==> src/hdl/bbl_params.svh <==
// Register map, field positions, reset values and response codes for the raster logic and line FIFO block
// Contract
// - Each result bit is function-select bit indexed by source and destination bits.
// - Line-mode select high gives line drawing; FIFO moves no data then.
// - Line drawing mode disregards the shift count; no barrel alignment reaches result.
// - Line mode ignores programmed masks; pair of masks comes from pixel address.
// - Destination bits with mask zero stay unchanged; line mode touches one bit.
// - Pixel address maps to data bit equal to its ones-complement; pixel 0 is bit 15.
// - Line mode copies the pixel input latch bit onto all sixteen source bits.
// - Line mode drives pixel output with selected result bit; block mode floats it.
// - FIFO is sixteen 16-bit entries, separate ports, each with one-hot ring counter.
// - Write strobe advances write ring, read strobe read ring; reset selects entry 0.
// - Rings step 0 to 15 ascending, then wrap to 0 silently.
// - FIFO write stores shifter or logic output per source select, then advances.
// - Selected entry loads master every cycle; read strobe moves it to output.
// - Same entry read and written in one cycle returns the old contents.
// - FIFO reads, writes or both run on consecutive cycles without stalling.
// - With no wait states a new operand is accepted every clock.
// - Data latched while source select is high goes to the source input latch.
`ifndef BBL_PARAMS_SVH
`define BBL_PARAMS_SVH

`define BBL_ADDR_W 8
`define BBL_CTRL_OFF 8'h00
`define BBL_LMASK_OFF 8'h04
`define BBL_RMASK_OFF 8'h08
`define BBL_STATUS_OFF 8'h0C
`define BBL_RESULT_OFF 8'h10
`define BBL_FIFO_OUT_OFF 8'h14

`define BBL_FS_LSB 0
`define BBL_STAT_WR_LSB 0
`define BBL_STAT_RD_LSB 4
`define BBL_STAT_LINE_BIT 8
`define BBL_STAT_PIL_BIT 9

`define BBL_FS_RST 4'hC
`define BBL_MASK_RST 16'hFFFF
`define BBL_RING_RST 16'h0001

`define BBL_RESP_OKAY 2'h0
`define BBL_RESP_SLVERR 2'h2

`endif

==> src/hdl/bbl_pkg.sv <==
// Types shared by the raster logic and line FIFO block
package bbl_pkg;

    typedef logic [15:0] bbl_word_type;

    // Register state of the block apart from the FIFO entries
    typedef struct packed {
        bbl_word_type wr_ring;
        bbl_word_type rd_ring;
        bbl_word_type master;
        bbl_word_type fifo_out;
        bbl_word_type src_latch;
        bbl_word_type dst_latch;
        bbl_word_type result;
        logic pixel_input_latch;
        logic pix_out;
        logic pix_oe;
        logic [3:0] fs;
        bbl_word_type lmask;
        bbl_word_type rmask;
        logic aw_got;
        logic [7:0] aw_addr;
        logic w_got;
        logic [31:0] w_data;
        logic [3:0] w_strb;
        logic bvalid;
        logic [1:0] bresp;
        logic rvalid;
        logic [31:0] rdata;
        logic [1:0] rresp;
    } bbl_state_type;

endpackage

==> src/hdl/bbl_top.sv <==
// Raster logic unit, line drawing datapath and line FIFO with an AXI4-Lite register slave
//
// Implementation choices: the register addresses and register access over AXI4-Lite.
`include "bbl_params.svh"

module bbl_top import bbl_pkg::*; (
    // Clock and reset
    input wire logic aclk,
    input wire logic aresetn,
    // AXI4-Lite write address and data
    input wire logic awvalid,
    output logic awready,
    input wire logic [7:0] awaddr,
    input wire logic [2:0] awprot,
    input wire logic wvalid,
    output logic wready,
    input wire logic [31:0] wdata,
    input wire logic [3:0] wstrb,
    // AXI4-Lite write response
    output logic bvalid,
    input wire logic bready,
    output logic [1:0] bresp,
    // AXI4-Lite read
    input wire logic arvalid,
    output logic arready,
    input wire logic [7:0] araddr,
    input wire logic [2:0] arprot,
    output logic rvalid,
    input wire logic rready,
    output logic [31:0] rdata,
    output logic [1:0] rresp,
    // Controller strobes and mode
    input wire logic line_mode_sel,
    input wire logic source_enable_select,
    input wire logic data_latch_strobe,
    input wire logic fifo_write_strobe,
    input wire logic fifo_read_strobe,
    // Pixel port
    input wire logic [3:0] pixel_address,
    input wire logic pixel_data_in,
    input wire logic pixel_latch_strobe,
    output logic pixel_data_out,
    output logic pixel_data_oe,
    // Memory data and shifter path
    input wire logic [15:0] data_in,
    input wire logic [15:0] shifter_word,
    output logic [15:0] source_latch_word,
    output logic [15:0] result_word
);

    bbl_state_type s_r;
    bbl_state_type s_nxt;
    bbl_word_type fifo_mem [16];
    bbl_word_type src_op;
    bbl_word_type eff_mask;
    bbl_word_type lu_res;
    bbl_word_type fifo_wdata;
    bbl_word_type rd_ring_nxt;
    logic fifo_we;
    logic fifo_re;
    logic wr_fire;
    logic wr_hit;

    // One-hot ring selection to entry number
    function automatic logic [3:0] ring_idx(input bbl_word_type ring);
        logic [3:0] idx;
        idx = 4'h0;
        for (int i = 0; i < 16; i++) begin
            if (ring[i]) begin
                idx = 4'(i);
            end
        end
        return idx;
    endfunction

    // Left and right masks of line mode; their AND is the single target bit
    function automatic bbl_word_type line_mask(input logic [3:0] pa, input logic left);
        bbl_word_type m;
        logic [3:0] bitpos;
        m = 16'h0000;
        bitpos = ~pa;
        for (int i = 0; i < 16; i++) begin
            m[i] = left ? (4'(i) <= bitpos) : (4'(i) >= bitpos);
        end
        return m;
    endfunction

    // Byte-lane merge of a 16-bit register
    function automatic bbl_word_type merge16(input bbl_word_type old, input logic [31:0] d,
                                             input logic [3:0] st);
        return {st[1] ? d[15:8] : old[15:8], st[0] ? d[7:0] : old[7:0]};
    endfunction

    // Line mode bypasses the FIFO and any alignment: source is the pixel latch
    assign src_op = line_mode_sel ? {16{s_r.pixel_input_latch}} : s_r.fifo_out;

    // Programmed masks give way to the generated pair in line mode
    assign eff_mask = line_mode_sel
        ? (line_mask(pixel_address, 1'b1) & line_mask(pixel_address, 1'b0))
        : (s_r.lmask & s_r.rmask);

    // Per-bit function lookup, masked bits keep the destination
    for (genvar g = 0; g < 16; g++) begin : g_lu
        assign lu_res[g] = eff_mask[g] ? s_r.fs[{src_op[g], s_r.dst_latch[g]}]
                                       : s_r.dst_latch[g];
    end

    // FIFO strobes are dead in line mode so no data moves through it
    assign fifo_we = fifo_write_strobe && !line_mode_sel;
    assign fifo_re = fifo_read_strobe && !line_mode_sel;
    assign fifo_wdata = source_enable_select ? shifter_word : lu_res;
    assign rd_ring_nxt = fifo_re ? {s_r.rd_ring[14:0], s_r.rd_ring[15]} : s_r.rd_ring;
    // Write into the entry the master will fetch next; lets a read follow a write by one cycle
    assign wr_hit = fifo_we && (s_r.wr_ring == rd_ring_nxt);

    // Entry array; contents are never cleared
    always_ff @(posedge aclk) begin
        if (fifo_we) begin
            fifo_mem[ring_idx(s_r.wr_ring)] <= fifo_wdata;
        end
    end

    // AXI handshakes: one write and one read outstanding
    assign awready = !s_r.aw_got && !s_r.bvalid;
    assign wready = !s_r.w_got && !s_r.bvalid;
    assign arready = !s_r.rvalid;
    assign bvalid = s_r.bvalid;
    assign bresp = s_r.bresp;
    assign rvalid = s_r.rvalid;
    assign rdata = s_r.rdata;
    assign rresp = s_r.rresp;
    // Both halves held or arriving now; built from inputs and s_r so it cannot loop through s_nxt
    assign wr_fire = (s_r.aw_got || (awvalid && awready)) && (s_r.w_got || (wvalid && wready)) && !s_r.bvalid;

    // Next-state logic
    always_comb begin
        s_nxt = s_r;
        // Latches and ring counters, all single-cycle so strobes may come every clock
        if (data_latch_strobe) begin
            if (source_enable_select) begin
                s_nxt.src_latch = data_in;
            end else begin
                s_nxt.dst_latch = data_in;
            end
        end
        if (pixel_latch_strobe) begin
            s_nxt.pixel_input_latch = pixel_data_in;
        end
        if (fifo_we) begin
            s_nxt.wr_ring = {s_r.wr_ring[14:0], s_r.wr_ring[15]};
        end
        if (fifo_re) begin
            s_nxt.fifo_out = s_r.master;
        end
        s_nxt.rd_ring = rd_ring_nxt;
        // Read-ahead of the entry the read ring will point at
        s_nxt.master = wr_hit ? fifo_wdata : fifo_mem[ring_idx(rd_ring_nxt)];
        s_nxt.result = lu_res;
        s_nxt.pix_out = lu_res[~pixel_address];
        s_nxt.pix_oe = line_mode_sel;
        // Write channel capture in either order
        if (awvalid && awready) begin
            s_nxt.aw_got = 1'b1;
            s_nxt.aw_addr = awaddr;
        end
        if (wvalid && wready) begin
            s_nxt.w_got = 1'b1;
            s_nxt.w_data = wdata;
            s_nxt.w_strb = wstrb;
        end
        if (s_r.bvalid && bready) begin
            s_nxt.bvalid = 1'b0;
        end
        if (wr_fire) begin
            s_nxt.aw_got = 1'b0;
            s_nxt.w_got = 1'b0;
            s_nxt.bvalid = 1'b1;
            s_nxt.bresp = `BBL_RESP_OKAY;
            unique case ({s_nxt.aw_addr[7:2], 2'b00})
                `BBL_CTRL_OFF: begin
                    if (s_nxt.w_strb[0]) begin
                        s_nxt.fs = s_nxt.w_data[`BBL_FS_LSB +: 4];
                    end
                end
                `BBL_LMASK_OFF: s_nxt.lmask = merge16(s_r.lmask, s_nxt.w_data, s_nxt.w_strb);
                `BBL_RMASK_OFF: s_nxt.rmask = merge16(s_r.rmask, s_nxt.w_data, s_nxt.w_strb);
                `BBL_STATUS_OFF, `BBL_RESULT_OFF, `BBL_FIFO_OUT_OFF: begin
                end
                default: s_nxt.bresp = `BBL_RESP_SLVERR;
            endcase
        end
        // Read channel
        if (s_r.rvalid && rready) begin
            s_nxt.rvalid = 1'b0;
        end
        if (arvalid && arready) begin
            s_nxt.rvalid = 1'b1;
            s_nxt.rresp = `BBL_RESP_OKAY;
            s_nxt.rdata = 32'h0000_0000;
            unique case ({araddr[7:2], 2'b00})
                `BBL_CTRL_OFF: s_nxt.rdata[`BBL_FS_LSB +: 4] = s_r.fs;
                `BBL_LMASK_OFF: s_nxt.rdata[15:0] = s_r.lmask;
                `BBL_RMASK_OFF: s_nxt.rdata[15:0] = s_r.rmask;
                `BBL_STATUS_OFF: begin
                    s_nxt.rdata[`BBL_STAT_WR_LSB +: 4] = ring_idx(s_r.wr_ring);
                    s_nxt.rdata[`BBL_STAT_RD_LSB +: 4] = ring_idx(s_r.rd_ring);
                    s_nxt.rdata[`BBL_STAT_LINE_BIT] = line_mode_sel;
                    s_nxt.rdata[`BBL_STAT_PIL_BIT] = s_r.pixel_input_latch;
                end
                `BBL_RESULT_OFF: s_nxt.rdata[15:0] = s_r.result;
                `BBL_FIFO_OUT_OFF: s_nxt.rdata[15:0] = s_r.fifo_out;
                default: s_nxt.rresp = `BBL_RESP_SLVERR;
            endcase
        end
    end

    // State register; FIFO entries are left alone by reset
    always_ff @(posedge aclk) begin
        if (!aresetn) begin
            s_r <= s_nxt;
            s_r.wr_ring <= `BBL_RING_RST;
            s_r.rd_ring <= `BBL_RING_RST;
            s_r.master <= fifo_mem[0]; // Read-ahead of entry 0 so a read right after reset is good
            s_r.fifo_out <= 16'h0000;
            s_r.src_latch <= 16'h0000;
            s_r.dst_latch <= 16'h0000;
            s_r.result <= 16'h0000;
            s_r.pixel_input_latch <= 1'b0;
            s_r.pix_out <= 1'b0;
            s_r.pix_oe <= 1'b0;
            s_r.fs <= `BBL_FS_RST;
            s_r.lmask <= `BBL_MASK_RST;
            s_r.rmask <= `BBL_MASK_RST;
            s_r.aw_got <= 1'b0;
            s_r.aw_addr <= 8'h00;
            s_r.w_got <= 1'b0;
            s_r.w_data <= 32'h0000_0000;
            s_r.w_strb <= 4'h0;
            s_r.bvalid <= 1'b0;
            s_r.bresp <= `BBL_RESP_OKAY;
            s_r.rvalid <= 1'b0;
            s_r.rdata <= 32'h0000_0000;
            s_r.rresp <= `BBL_RESP_OKAY;
        end else begin
            s_r <= s_nxt;
        end
    end

    // Data outputs straight from flops
    assign source_latch_word = s_r.src_latch;
    assign result_word = s_r.result;
    assign pixel_data_out = s_r.pix_out;
    assign pixel_data_oe = s_r.pix_oe;
endmodule // bbl_top

==> config.mk <==
export PLATFORM = sky130hd
export DESIGN_NAME = bbl_top
export DESIGN_NICKNAME = d
export VERILOG_FILES = /design/src/hdl/bbl_pkg.sv /design/src/hdl/bbl_top.sv
export VERILOG_INCLUDE_DIRS = /design/src /design/src/hdl
export SDC_FILE = /design/constraint.sdc
export NUM_CORES = 1
export LEC_CHECK = 0
export ABC_AREA = 1
export BUFFER_PORTS_ARGS = -buffer_cell sky130_fd_sc_hd__buf_2
export CORE_UTILIZATION = 35
export CTS_CLUSTER_SIZE = 20
export DETAILED_ROUTE_END_ITERATION = 10
export PLACE_DENSITY_LB_ADDON = 0.1
export SETUP_SLACK_MARGIN = 0.5
export SLEW_MARGIN = 40
export SYNTH_ARGS = -nofsm -noshare
export SYNTH_HDL_FRONTEND = slang
export SYNTH_SLANG_ARGS = --single-unit
==> constraint.sdc <==
create_clock -name aclk -period 4 [get_ports aclk]
set_clock_uncertainty 0.1 [all_clocks]
set_input_delay 0.8 -clock aclk [delete_from_list [all_inputs] [get_ports aclk]]
set_output_delay 0.8 -clock aclk [all_outputs]
set_load 0.005 [all_outputs]
Yosys cells after proc, flatten, opt, wreduce, memory -nomap -nowiden
Memories as Yosys holds them, arrays and structs flattened.
Cells that the tools add are included.
Cells by class
  add/sub/neg operators: 0
  multipliers: 0
  div/mod/pow operators: 0
  order comparisons: 49
  equal/unequal tests: 11
  shifts and indexed selects: 0
  multiplexer cells: 130
  bitwise gates (word level): 5
  reduce and logical (&&, ||, !) cells: 33
Operators by type and width (count)
  203-bit 2-to-1 mux: 1
  4-bit 2-to-1 mux: 44
  16-bit 2-to-1 mux: 10
  37-bit 2-to-1 mux: 2
  2-bit by 3-bit < comparator with 1-bit output, second input constant: 16
  1-bit 2-to-1 mux: 42
  35-bit 2-to-1 mux: 1
  16-bit AND: 2
  1-bit binary-select mux with 2-bit select: 16
  4-bit >= comparator, first input constant: 8
  4-bit <= comparator, first input constant: 8
  32-bit 2-to-1 mux: 1
  8-bit 2-to-1 mux: 4
  6-bit case mux with 5 select lines: 1
  6-bit by 2-bit == test with 1-bit output, second input constant: 4
  6-bit by 3-bit == test with 1-bit output, second input constant: 4
  4-bit case mux with 6 select lines: 1
  6-bit case mux with 4 select lines: 1
  16-bit == test: 1
  3-bit by 4-bit >= comparator with 1-bit output, first input constant: 4
  3-bit by 4-bit <= comparator with 1-bit output, first input constant: 4
  3-bit AND reduction: 5
  6-bit by 1-bit == test with 1-bit output, second input constant: 2
  1-bit logical AND: 12
  18 further kinds: 34
Word-level totals
  register bits: 219
  bits in latches: 0
  memory bits (writable): 256
  memory bits (read-only): 0
  bits of input ports: 108
  output and inout bits: 75
  word-level logic and storage cells: 257
  memories: 1
Memory list
  fifo_mem: words 16, width 16, rd ports 2, clocked after Yosys merged registers in 0, write ports 1, RTL line bbl_top.sv:53  | bbl_word_type fifo_mem [16];

Longest topological paths before layout
Gate-level depths: netlist of run 1.
An unclocked memory read counts as a cell.
  depth after elaboration: 21
  mapped depth: 28

Least setup slack after synthesis of run 1
OpenSTA, ideal clock, no wires.
  path type: input -> register
  from: in line_mode_sel
  to: reg s_r[191] in the netlist's numbering
  setup time: 0.059 ns
  arrival: 2.870 ns
  data required time: 3.841 ns
  slack: 0.971 ns
  cell stages on the path: 10
  cell sequence: clkbuf_1 > clkbuf_1 > nand3_1 > o21ai_0 > o21ai_0 > o21ai_0 > nor2_1 > nor2_1 > nand2_1 > nand2_1
Between the ends
  elaborated cells between the ends (all ways): 30
RTL lines
  start, declared: RTL line bbl_top.sv:33  | input wire logic line_mode_sel,
  16-bit 2-to-1 mux: RTL line bbl_top.sv:95  | assign src_op = line_mode_sel ? {16{s_r.pixel_input_latch}} : s_r.fifo_out;
  1-bit binary-select mux with 2-bit select: RTL line bbl_top.sv:104  | assign lu_res[g] = eff_mask[g] ? s_r.fs[{src_op[g], s_r.dst_latch[g]}]
  1-bit 2-to-1 mux (not written as such): RTL line bbl_top.sv:104
  1-bit 2-to-1 mux (*): RTL line bbl_top.sv:104
  16-bit 2-to-1 mux (*): RTL line bbl_top.sv:111  | assign fifo_wdata = source_enable_select ? shifter_word : lu_res;
  net fifo_wdata[4]: RTL line bbl_top.sv:57  | bbl_word_type fifo_wdata;
  16-bit 2-to-1 mux (*): RTL line bbl_top.sv:157  | s_nxt.master = wr_hit ? fifo_wdata : fifo_mem[ring_idx(rd_ring_nxt)];
  203-bit 2-to-1 mux (*): RTL line bbl_top.sv:219  | if (!aresetn) begin
  end signal, assigned: RTL line bbl_top.sv:220  | s_r <= s_nxt;
  end, declared: RTL line bbl_top.sv:51  | bbl_state_type s_r;
The timed path passes the listed nets; every way through them passes the cells marked *. The select of a mux whose other input is x is not followed.
A chain may end at the register's enable or synchronous reset.

Worst setup path after layout of run 1
  from: in line_mode_sel
  to: reg s_r[193] in the netlist's numbering
Between the ends
  longest elaborated chain between the ends: 21
  elaborated cells between the ends (all ways): 30
RTL lines
  1-bit logical NOT: RTL line bbl_top.sv:109, bbl_top.sv:110
  1-bit logical AND: RTL line bbl_top.sv:110  | assign fifo_re = fifo_read_strobe && !line_mode_sel;
  16-bit 2-to-1 mux: RTL line bbl_top.sv:112  | assign rd_ring_nxt = fifo_re ? {s_r.rd_ring[14:0], s_r.rd_ring[15]} : s_r.rd_ring;
  1-bit 2-to-1 mux: RTL line bbl_top.sv:69  | if (ring[i]) begin
  2-bit 2-to-1 mux: RTL line bbl_top.sv:69
  4-bit 2-to-1 mux (13 in series): RTL line bbl_top.sv:69
  memory read 16 x 16 bit
  16-bit 2-to-1 mux (*): RTL line bbl_top.sv:157
  203-bit 2-to-1 mux (*): RTL line bbl_top.sv:219
Mark *: on every way between the ends. The rest lies on a longest branch, timed or not. The select of a mux whose other input is x is not followed.

==> flow_metrics.env, run 1 <==
export IMPL_status="complete, no violations"
export IMPL_cap_violations=0
export IMPL_worst_path_buf_inv=6
export IMPL_fin_util_pct=40.8
export IMPL_internal_power_mw=8.91
export IMPL_grt_use_met3_pct=2.81
export IMPL_grtUsageTotal_pct=21.2
export IMPL_post_place_ws_ns=0.264
export IMPL_place_area_sq_um=22100
export IMPL_worstPathRequired_ns=4.40
export IMPL_p_leak_nw=10.4
export IMPL_ctsHoldBuffers=0
export IMPL_hpwl_microns=40900
export IMPL_dieHeight_microns=246
export IMPL_firstDrtPassIters=5
export IMPL_p_sw_mw=3.31
export IMPL_initial_utilization_pct=35.4
export IMPL_ys_types=47
export IMPL_fin_area_sq_um=24000
export IMPL_area_growth_pct=15.1
export IMPL_cts_buffers=52
export IMPL_final_layout_size_suffix_gt1_share_pct=12.8
export IMPL_synthArstFlopShare_pct=0
export IMPL_fin_crit_ns=3.17
export IMPL_num_nets_final=2625
export IMPL_ios=183
export IMPL_drt_total_wl_microns=64800
export IMPL_port_buffers=136
export IMPL_ctsResizeCount=0
export IMPL_rsz0062_at_grt="false"
export IMPL_syn_area_sq_um=20900
export IMPL_top_usage_layer="met2"
export IMPL_core_area_sq_um=58900
export IMPL_tightest_slew_ns=0.768
export IMPL_grt_max_degree=100
export IMPL_syn_area_per_cell_sq_um=8.55
export IMPL_ys_top_cells_by_area="edfxtp_1, dfxtp_1, nand2_1"
export IMPL_grt_pass1_wl_microns=97200
export IMPL_placed_cells=3235
export IMPL_drtIter0Drc=1049
export IMPL_p_clk_share_pct=41.9
export IMPL_start_kind="input pin"
export IMPL_htree_levels=2
export IMPL_pwr_share_seq_pct=43.1
export IMPL_drtAntennaViolNets=0
export IMPL_postCtsSetupRepairBufs=0
export IMPL_comb_power_share_pct=15.0
export IMPL_yosys_most_used_dff="edfxtp_1"
export IMPL_via_per_inst=5.03
export IMPL_cts_root_buf="clkbuf_16"
export IMPL_worstPathMaxFanout=29
export IMPL_max_stage_delay_ns=0.40
export IMPL_max_vdd_ir_drop_uv=357
export IMPL_floorplan_die_width_microns=246
export IMPL_relSlewSlack_pct=48.7
export IMPL_antenna_found_initial=1
export IMPL_worst_slack_ns=0.833
export IMPL_dieArea_sq_um=60600
export IMPL_grtUsageMet1_pct=29.6
export IMPL_critPathTopFamily="buffers and inverters"
export IMPL_place_gp_congestion=0.862
export IMPL_avgRoutedWirePerCell_microns=19.4
export IMPL_drcViolationCount=0
export IMPL_setup_viol=0
export IMPL_clkLatencyLatePin_ns=0.61
export IMPL_path_clk_slew_ns=0.06
export IMPL_cp_arrival_ns=3.57
export IMPL_final_cells=3336
export IMPL_clock_sinks=453
export IMPL_worst_setup_path_type="input pin to flop"
export IMPL_vias=16800
export IMPL_min_period_over_period_pct=79.2
export IMPL_synth_top_area_share_pct=36.9
export IMPL_setup_tns_ns=0
export IMPL_syn_instance_count=2438
export IMPL_rows=89
export IMPL_power_density_nw_per_um2=509
export IMPL_end_kind="flop"
export IMPL_synth_ff_latch_count=453
export IMPL_slew_violations=0
export IMPL_p_sw_share_pct=27.1
export IMPL_layout_common_cells="nand2_1, nand3_1, edfxtp_1"
export IMPL_final_common_cell="nand2_1"
export IMPL_yosysWarnings=0
export IMPL_slowest_stage="inv_1"
export IMPL_cts_tree="done"
export IMPL_hold_path_class="input pin to flop"
export IMPL_synth_edf_count=256
export IMPL_ys_seq_area_share_pct=55.8
export IMPL_cp_cell_sequence="buf_2 -> inv_2 -> nand2_8 -> buf_4 -> o21ai_1 -> inv_4 -> nand2_1 -> nor3_2 -> o21ai_2 -> inv_1 -> buf_4 -> nand3_1 -> nand3_1 -> nand3_1 -> nand2_1 -> nand2_1"
export IMPL_grt_use_met2_pct=33.7
export IMPL_fmax_mhz=316
export IMPL_hold_viol=0
export IMPL_gr_total_overflow=0
export IMPL_first_global_vias=15600
export IMPL_synth_area_leader_cell="edfxtp_1"
export IMPL_clockBufferDepth=3
-- kinds of logic after synthesis --
| family | Yosys count | synth area share, % |
|---|---|---|
| AND/OR/NAND/NOR | 1153 | 23.5 |
| buffers and inverters | 447 | 9.71 |
| XOR/XNOR | 7 | 0.294 |
| AO/OA/AOI/OAI | 350 | 9.46 |
| flip-flops | 453 | 55.8 |
| multiplexers | 27 | 1.30 |
| other | 1 | 0.0180 |
-- synth_stat cells, types with 5 or more instances --
library cell and instances:
inv_2 14, o22ai_1 13, nor2_1 240, a21oi_1 66, dfxtp_1 197, o21ai_2 5
nor4_1 7, o211ai_1 24, inv_1 236, a22oi_1 6, buf_1 9, clkbuf_1 78
nand2_1 523, buf_4 72, o21ai_1 8, or2_2 7, nand3_1 346, xor2_1 7
mux2i_1 27, nor3_1 5, buf_2 31, o21ai_0 200, o32ai_1 7, edfxtp_1 256
buf_6 5, nand4_1 12
-- registers in the layout, summed over array words and instances, names as in the netlist --
signal	count
pixel_data_out	1
rresp	1
bresp	1
rvalid	1
source_latch_word	16
s_r	143
pixel_data_oe	1
bvalid	1
fifo_mem	256
result_word	16
rdata	16
-- per-layer routing --
metal	routed length, microns	vias up
met5	0	-
li1	-	8227
met3	3450	107
met1	30000	7970
met4	2050	0
met2	29400	491
-- cell type report --
cell class | count | area [sq um]
fill | 5911 | 34900
clock inverter | 16 | 319
timing repair buffer | 203 | 1290
inverter | 252 | 951
antenna | 2 | 5.00
sequential | 453 | 11600
multi-input combinational | 1555 | 7310
tap | 773 | 967
clock buffer | 82 | 1550
-- final timing paths --
kind | end | slack, ns | cells after the start | startpoint
max | s_r[193] | 0.83 | 16 | line_mode_sel
min | s_r[122] | 0.30 | 2 | pixel_latch_strobe
max reg2reg | fifo_mem[11][14] | 0.95 | 12 | s_r[222]
min reg2reg | rdata[3] | 0.36 | 2 | rdata[3]
-- power groups by stage --
stage	Sequential (mW)	Combinational (mW)	Clock, mW
final	5.26	1.83	5.12
after global routing	5.27	2.06	5.43
after CTS	5.26	1.85	5.25
after detailed placement	5.36	1.84	0
after global placement	5.35	1.83	0
after floorplan	5.31	1.26	0
-- through the flow --
step / hold slack (ns) / power [mW]
finish: 0.303 / 12.2
global route: 0.305 / 12.8
CTS: 0.264 / 12.4
detailed placement: 0.353 / 7.20
global placement: 0.354 / 7.18
floorplan: 0.339 / 6.58
Note: power is estimated with default switching activity, not from simulation.
==> run 2: changes to the inputs <==
- ABC_AREA: 1 -> 0
- clock period: 4 -> 3 ns (I/O delays scaled with it)
==> flow_metrics.env, run 2 <==
export IMPL_status="complete, no violations"
export IMPL_relSlewSlack_pct=50.2
export IMPL_drtAntennaViolNets=0
export IMPL_tightest_slew_ns=0.746
export IMPL_slowest_stage="or4_4"
export IMPL_antenna_found_initial=0
export IMPL_place_gp_congestion=0.891
export IMPL_critPathTopFamily="simple AND/OR/NAND/NOR gates"
export IMPL_firstDrtPassIters=5
export IMPL_cts_root_buf="clkbuf_16"
export IMPL_first_global_vias=16400
export IMPL_ys_seq_area_share_pct=54.1
export IMPL_min_period_over_period_pct=89.2
export IMPL_worst_path_buf_inv=3
export IMPL_avgRoutedWirePerCell_microns=23.4
export IMPL_synth_edf_count=256
export IMPL_drtIter0Drc=1108
export IMPL_crit_path_frequent_cell="buf_4"
export IMPL_synth_top_area_share_pct=35.8
export IMPL_via_per_inst=5.41
export IMPL_syn_instance_count=1998
export IMPL_power_density_nw_per_um2=534
export IMPL_fmax_mhz=374
export IMPL_hold_ws_ns=0.151
export IMPL_num_nets_final=2381
export IMPL_ctsHoldBuffers=0
export IMPL_synth_most_common_cell="nand2_1"
export IMPL_ys_top_cells_by_area="edfxtp_1, dfxtp_1, mux2i_1"
export IMPL_worst_setup_path_type="flop to flop"
export IMPL_cp_depth=7
export IMPL_synthArstFlopShare_pct=0
export IMPL_worst_slack_ns=0.324
export IMPL_ios=183
export IMPL_synth_ff_latch_count=453
export IMPL_drt_total_wl_microns=72400
export IMPL_syn_area_sq_um=21500
export IMPL_yosys_most_used_dff="edfxtp_1"
export IMPL_hpwl_microns=48900
export IMPL_rsz0062_at_grt="true"
export IMPL_yosysWarnings=0
export IMPL_cp_arrival_ns=3.10
export IMPL_r2r_cells=7
export IMPL_drcViolationCount=0
export IMPL_diodes=0
export IMPL_hold_path_cell_count=3
export IMPL_clkLatencyLatePin_ns=0.61
export IMPL_fill_cells=5632
export IMPL_power_total_mw=14.8
export IMPL_syn_area_per_cell_sq_um=10.8
export IMPL_dieArea_sq_um=62400
export IMPL_hold_viol=0
export IMPL_cap_violations=0
export IMPL_startpoint="s_r[216]"
export IMPL_synth_commonest_cells="nand2_1, edfxtp_1, dfxtp_1"
export IMPL_worstPathMaxFanout=34
export IMPL_max_stage_delay_ns=0.54
export IMPL_port_buffers=136
export IMPL_cp_cell_sequence="buf_4 -> or3_4 -> or4_4 -> buf_12 -> buf_4 -> o311a_1 -> a211oi_2"
export IMPL_final_layout_size_suffix_gt1_share_pct=30.4
export IMPL_floorplan_die_width_microns=250
export IMPL_layout_common_cells="nand2_1, edfxtp_1, buf_4"
export IMPL_synth_area_leader_cell="edfxtp_1"
export IMPL_initial_utilization_pct=35.6
export IMPL_setup_tns_ns=0
export IMPL_grt_pass1_wl_microns=107000
export IMPL_vias=16700
export IMPL_area_growth_pct=29.2
export IMPL_hold_start="data_in[4]"
export IMPL_fin_crit_ns=2.68
export IMPL_hold_path_class="input pin to flop"
export IMPL_dieHeight_microns=250
export IMPL_grtUsageTotal_pct=22.6
export IMPL_clock_sinks=453
export IMPL_largest_reg_flops=256
export IMPL_path_clk_slew_ns=0.06
export IMPL_p_leak_nw=10.5
export IMPL_ys_types=84
export IMPL_slew_violations=0
export IMPL_clockBufferDepth=3
export IMPL_cts_buffers=50
export IMPL_grt_max_degree=117
export IMPL_reg_largest_list="fifo_mem x256, s_r x143"
export IMPL_end_kind="flop"
export IMPL_final_common_cell="nand2_1"
export IMPL_start_kind="flop"
export IMPL_post_place_ws_ns=-0.396
export IMPL_gr_total_overflow=0
export IMPL_core_area_sq_um=60500
export IMPL_worstPathRequired_ns=3.43
export IMPL_rows=90
export IMPL_cts_tree="done"
export IMPL_r2r_slack_ns=0.32
export IMPL_htree_levels=2
export IMPL_max_vdd_ir_drop_uv=462
export IMPL_regMostFlops="fifo_mem"
export IMPL_setup_viol=0
export IMPL_crit_reg2reg_launch="s_r[216]"
==> run 2: kinds of logic after synthesis <==
family                    count (synthesis)  share of synthesized area (%)
xor gates and xnor gates                 13                          0.530
DFF                                     453                           54.1
AOI/OAI and AO/OA                       517                           17.6
muxes                                   166                           8.15
and+or+nand+nor                         597                           13.1
buffers and inverters                   251                           6.42
other                                     1                         0.0174
==> run 2: worst paths after layout <==
kind | end
max | s_r[189]
min | s_r[143]
max reg2reg | s_r[189]
min reg2reg | s_r[171]
==> run 2: power by group <==
part           leakage [nW]  total [mW]  switching (mW)  internal [mW]
Combinational          5.74        1.87            1.01          0.866
Sequential             3.96        6.85           0.124           6.73
Clock                 0.802        6.12            2.57           3.55
Total                  10.5        14.8            3.70           11.1
==> run 2: what timing repair did <==
item,4_1_cts,5_1_grt
gates resized for setup,90,87
pin swaps,26,24
setup endpoints to repair,192,307
gates cloned,3,4
buffers inserted,45,24
==> run 2: cell type report <==
cell class                 count  area (sq um)  area share, %
tap                          782           978           3.52
clock inverter                14           158          0.568
clock buffer                  77          1470           5.28
timing repair buffer         439          4060           14.6
inverter                      18          67.6          0.243
multi-input combinational   1311          9370           33.7
sequential                   453         11700           42.1
==> run 2: routing by layer <==
metal | part of all wire (%) | wire length (microns) | track usage [%] | vias to the layer above
met2 | 46 | 33500 | 36.2 | 444
met1 | 47 | 33800 | 31.9 | 8327
met3 | 4.3 | 3110 | 2.68 | 106
met4 | 2.8 | 2020 | 6.68 | 0
li1 | - | - | - | 7866
met5 | 0 | 0 | 0 | -
==> run 2: per-stage QoR <==
step	instances	utilization, %	area [sq um]
final	3094	45.9	27800
after detailed placement	2927	40.6	24600
after floorplan	2015	-	21900
after global placement	2927	40.6	24600
after CTS	3066	44.8	27100
after global routing	3094	45.9	27800
==> run 2: worst reg2reg max path: stages, from the launching register on <==
cell and delay (ns):
dfxtp_1 0.38, buf_4 0.21, or3_4 0.40, or4_4 0.54, buf_12 0.21, buf_4 0.23, o311a_1 0.39, a211oi_2 0.17
==> run 3: changes to the inputs <==
- SETUP_SLACK_MARGIN: 0.5 -> 0.02
==> flow_metrics.env, run 3 (synthesized netlist as in run 2, its figures left out) <==
export IMPL_post_place_ws_ns=-0.404
export IMPL_slew_violations=0
export IMPL_cp_depth=12
export IMPL_power_density_nw_per_um2=571
export IMPL_crit_reg2reg_launch="s_r[206]"
export IMPL_reg_largest_list="fifo_mem x256, s_r x143"
export IMPL_clkLatencyLatePin_ns=0.62
export IMPL_place_area_sq_um=24100
export IMPL_layout_common_cells="nand2_1, edfxtp_1, dfxtp_1"
export IMPL_grtUsageTotal_pct=21.6
export IMPL_ios=183
export IMPL_min_period_over_period_pct=93.9
export IMPL_regMostFlops="fifo_mem"
export IMPL_worst_setup_path_type="flop to flop"
export IMPL_area_growth_pct=20.4
export IMPL_worst_slack_ns=0.182
export IMPL_htree_levels=2
export IMPL_rows=90
export IMPL_r2r_cells=12
export IMPL_drtIter0Drc=1362
export IMPL_cts_tree="done"
export IMPL_drtAntennaViolNets=0
export IMPL_slowest_stage="a2111o_1"
export IMPL_dieHeight_microns=250
export IMPL_status="complete, no violations"
export IMPL_grt_pass1_wl_microns=102000
export IMPL_largest_reg_flops=256
export IMPL_worstPathMaxFanout=15
export IMPL_worst_path_buf_inv=4
export IMPL_path_clk_slew_ns=0.06
export IMPL_grt_max_degree=83
export IMPL_via_per_inst=5.42
export IMPL_max_vdd_ir_drop_uv=412
export IMPL_relSlewSlack_pct=48.4
export IMPL_cap_violations=0
export IMPL_final_layout_size_suffix_gt1_share_pct=23.7
export IMPL_tightest_slew_ns=0.773
export IMPL_p_leak_nw=9.83
export IMPL_avgRoutedWirePerCell_microns=22.7
export IMPL_fin_util_pct=42.8
export IMPL_worstHoldEndpoint="source_latch_word[2]"
export IMPL_critPathTopFamily="compound AO/OA/AOI/OAI gates"
export IMPL_hold_viol=0
export IMPL_gr_total_overflow=0
export IMPL_place_gp_congestion=0.871
export IMPL_diodes=0
export IMPL_end_kind="flop"
export IMPL_fmax_mhz=355
export IMPL_worstPathRequired_ns=3.43
export IMPL_drcViolationCount=0
export IMPL_antenna_found_initial=0
export IMPL_start_kind="flop"
export IMPL_hold_start="data_in[2]"
export IMPL_cts_root_buf="clkbuf_16"
export IMPL_port_buffers=136
export IMPL_max_stage_delay_ns=0.41
export IMPL_fin_area_sq_um=25900
export IMPL_num_nets_final=2297
export IMPL_initial_utilization_pct=35.6
export IMPL_first_global_vias=15900
export IMPL_r2r_end="s_r[198]"
export IMPL_hold_path_class="input pin to flop"
export IMPL_cp_arrival_ns=3.25
export IMPL_firstDrtPassIters=9
export IMPL_hold_path_cell_count=3
export IMPL_cts_buffers=51
export IMPL_clock_sinks=453
export IMPL_fin_crit_ns=2.82
export IMPL_setup_viol=0
export IMPL_crit_path_frequent_cell="buf_4"
export IMPL_hold_ws_ns=0.136
export IMPL_drt_total_wl_microns=68200
export IMPL_core_area_sq_um=60500
export IMPL_floorplan_die_width_microns=250
export IMPL_dieArea_sq_um=62400
export IMPL_r2r_slack_ns=0.18
export IMPL_final_common_cell="nand2_1"
export IMPL_cp_cell_sequence="or2_1 -> a2111o_1 -> nand4_1 -> buf_4 -> nand2_2 -> buf_4 -> nand3_2 -> buf_12 -> buf_4 -> o22ai_1 -> o311a_1 -> a211oi_2"
export IMPL_hpwl_microns=47800
export IMPL_vias=16300
export IMPL_rsz0062_at_grt="true"
export IMPL_clockBufferDepth=3
run 3: metrics by stage:
| step | instances | power [mW] | TNS (ns) |
|---|---|---|---|
| after floorplan | 2015 | 7.87 | -12.22 |
| after global placement | 2913 | 8.54 | -4.86 |
| after detailed placement | 2913 | 8.56 | -5.31 |
| after CTS | 3004 | 14.9 | 0 |
| after global routing | 3009 | 15.3 | -0.000866 |
| final | 3009 | 14.8 | 0 |
run 3: how the worst max path moves through the flow:
stage,from,endpoint,slack (ns)
finish,s_r[206],s_r[198],0.18
global route,s_r[214],s_r[201],-0.0009
CTS,s_r[215],s_r[201],0.04
detailed placement,fifo_read_strobe,s_r[194],-0.40
global placement,fifo_read_strobe,s_r[201],-0.44
floorplan,line_mode_sel,fifo_mem[6][0],-0.24
run 3: area by class of cell:
| cell class | count | area, sq um |
|---|---|---|
| Clock buffer | 73 | 1480 |
| Clock inverter | 18 | 223 |
| Fill cell | 5747 | 34600 |
| Inverter | 18 | 67.6 |
| Multi-Input combinational cell | 1311 | 8670 |
| Sequential cell | 453 | 11600 |
| Tap cell | 782 | 978 |
| Timing Repair Buffer | 354 | 2820 |
run 3: what timing repair did:
action	CTS	global route
hold buffers	0	0
buffers inserted	0	5
gates resized for setup	1	12
endpoints found under the setup margin	5	15
pin swaps	0	3
run 3: where the power goes:
part / switching [mW] / total (mW) / internal, mW
Sequential: 0.114 / 6.85 / 6.73
Combinational: 0.907 / 1.60 / 0.688
Clock: 2.64 / 6.34 / 3.70
Total: 3.66 / 14.8 / 11.1
run 3: per-layer routing:
metal / wire length [microns] / GRT usage [%]
met1: 31400 / 30.3
met2: 31200 / 34.4
met3: 3660 / 2.91
met4: 1950 / 6.95
met5: 0 / 0
run 3: worst register-to-register path, delay by kind of cell, from the launching register on:
family | cells | cell delay, ns
AOI/OAI and AO/OA | 4 | 0.95
DFF | 1 | 0.37
and+or+nand+nor | 4 | 0.64
buffers and inverters | 4 | 0.70
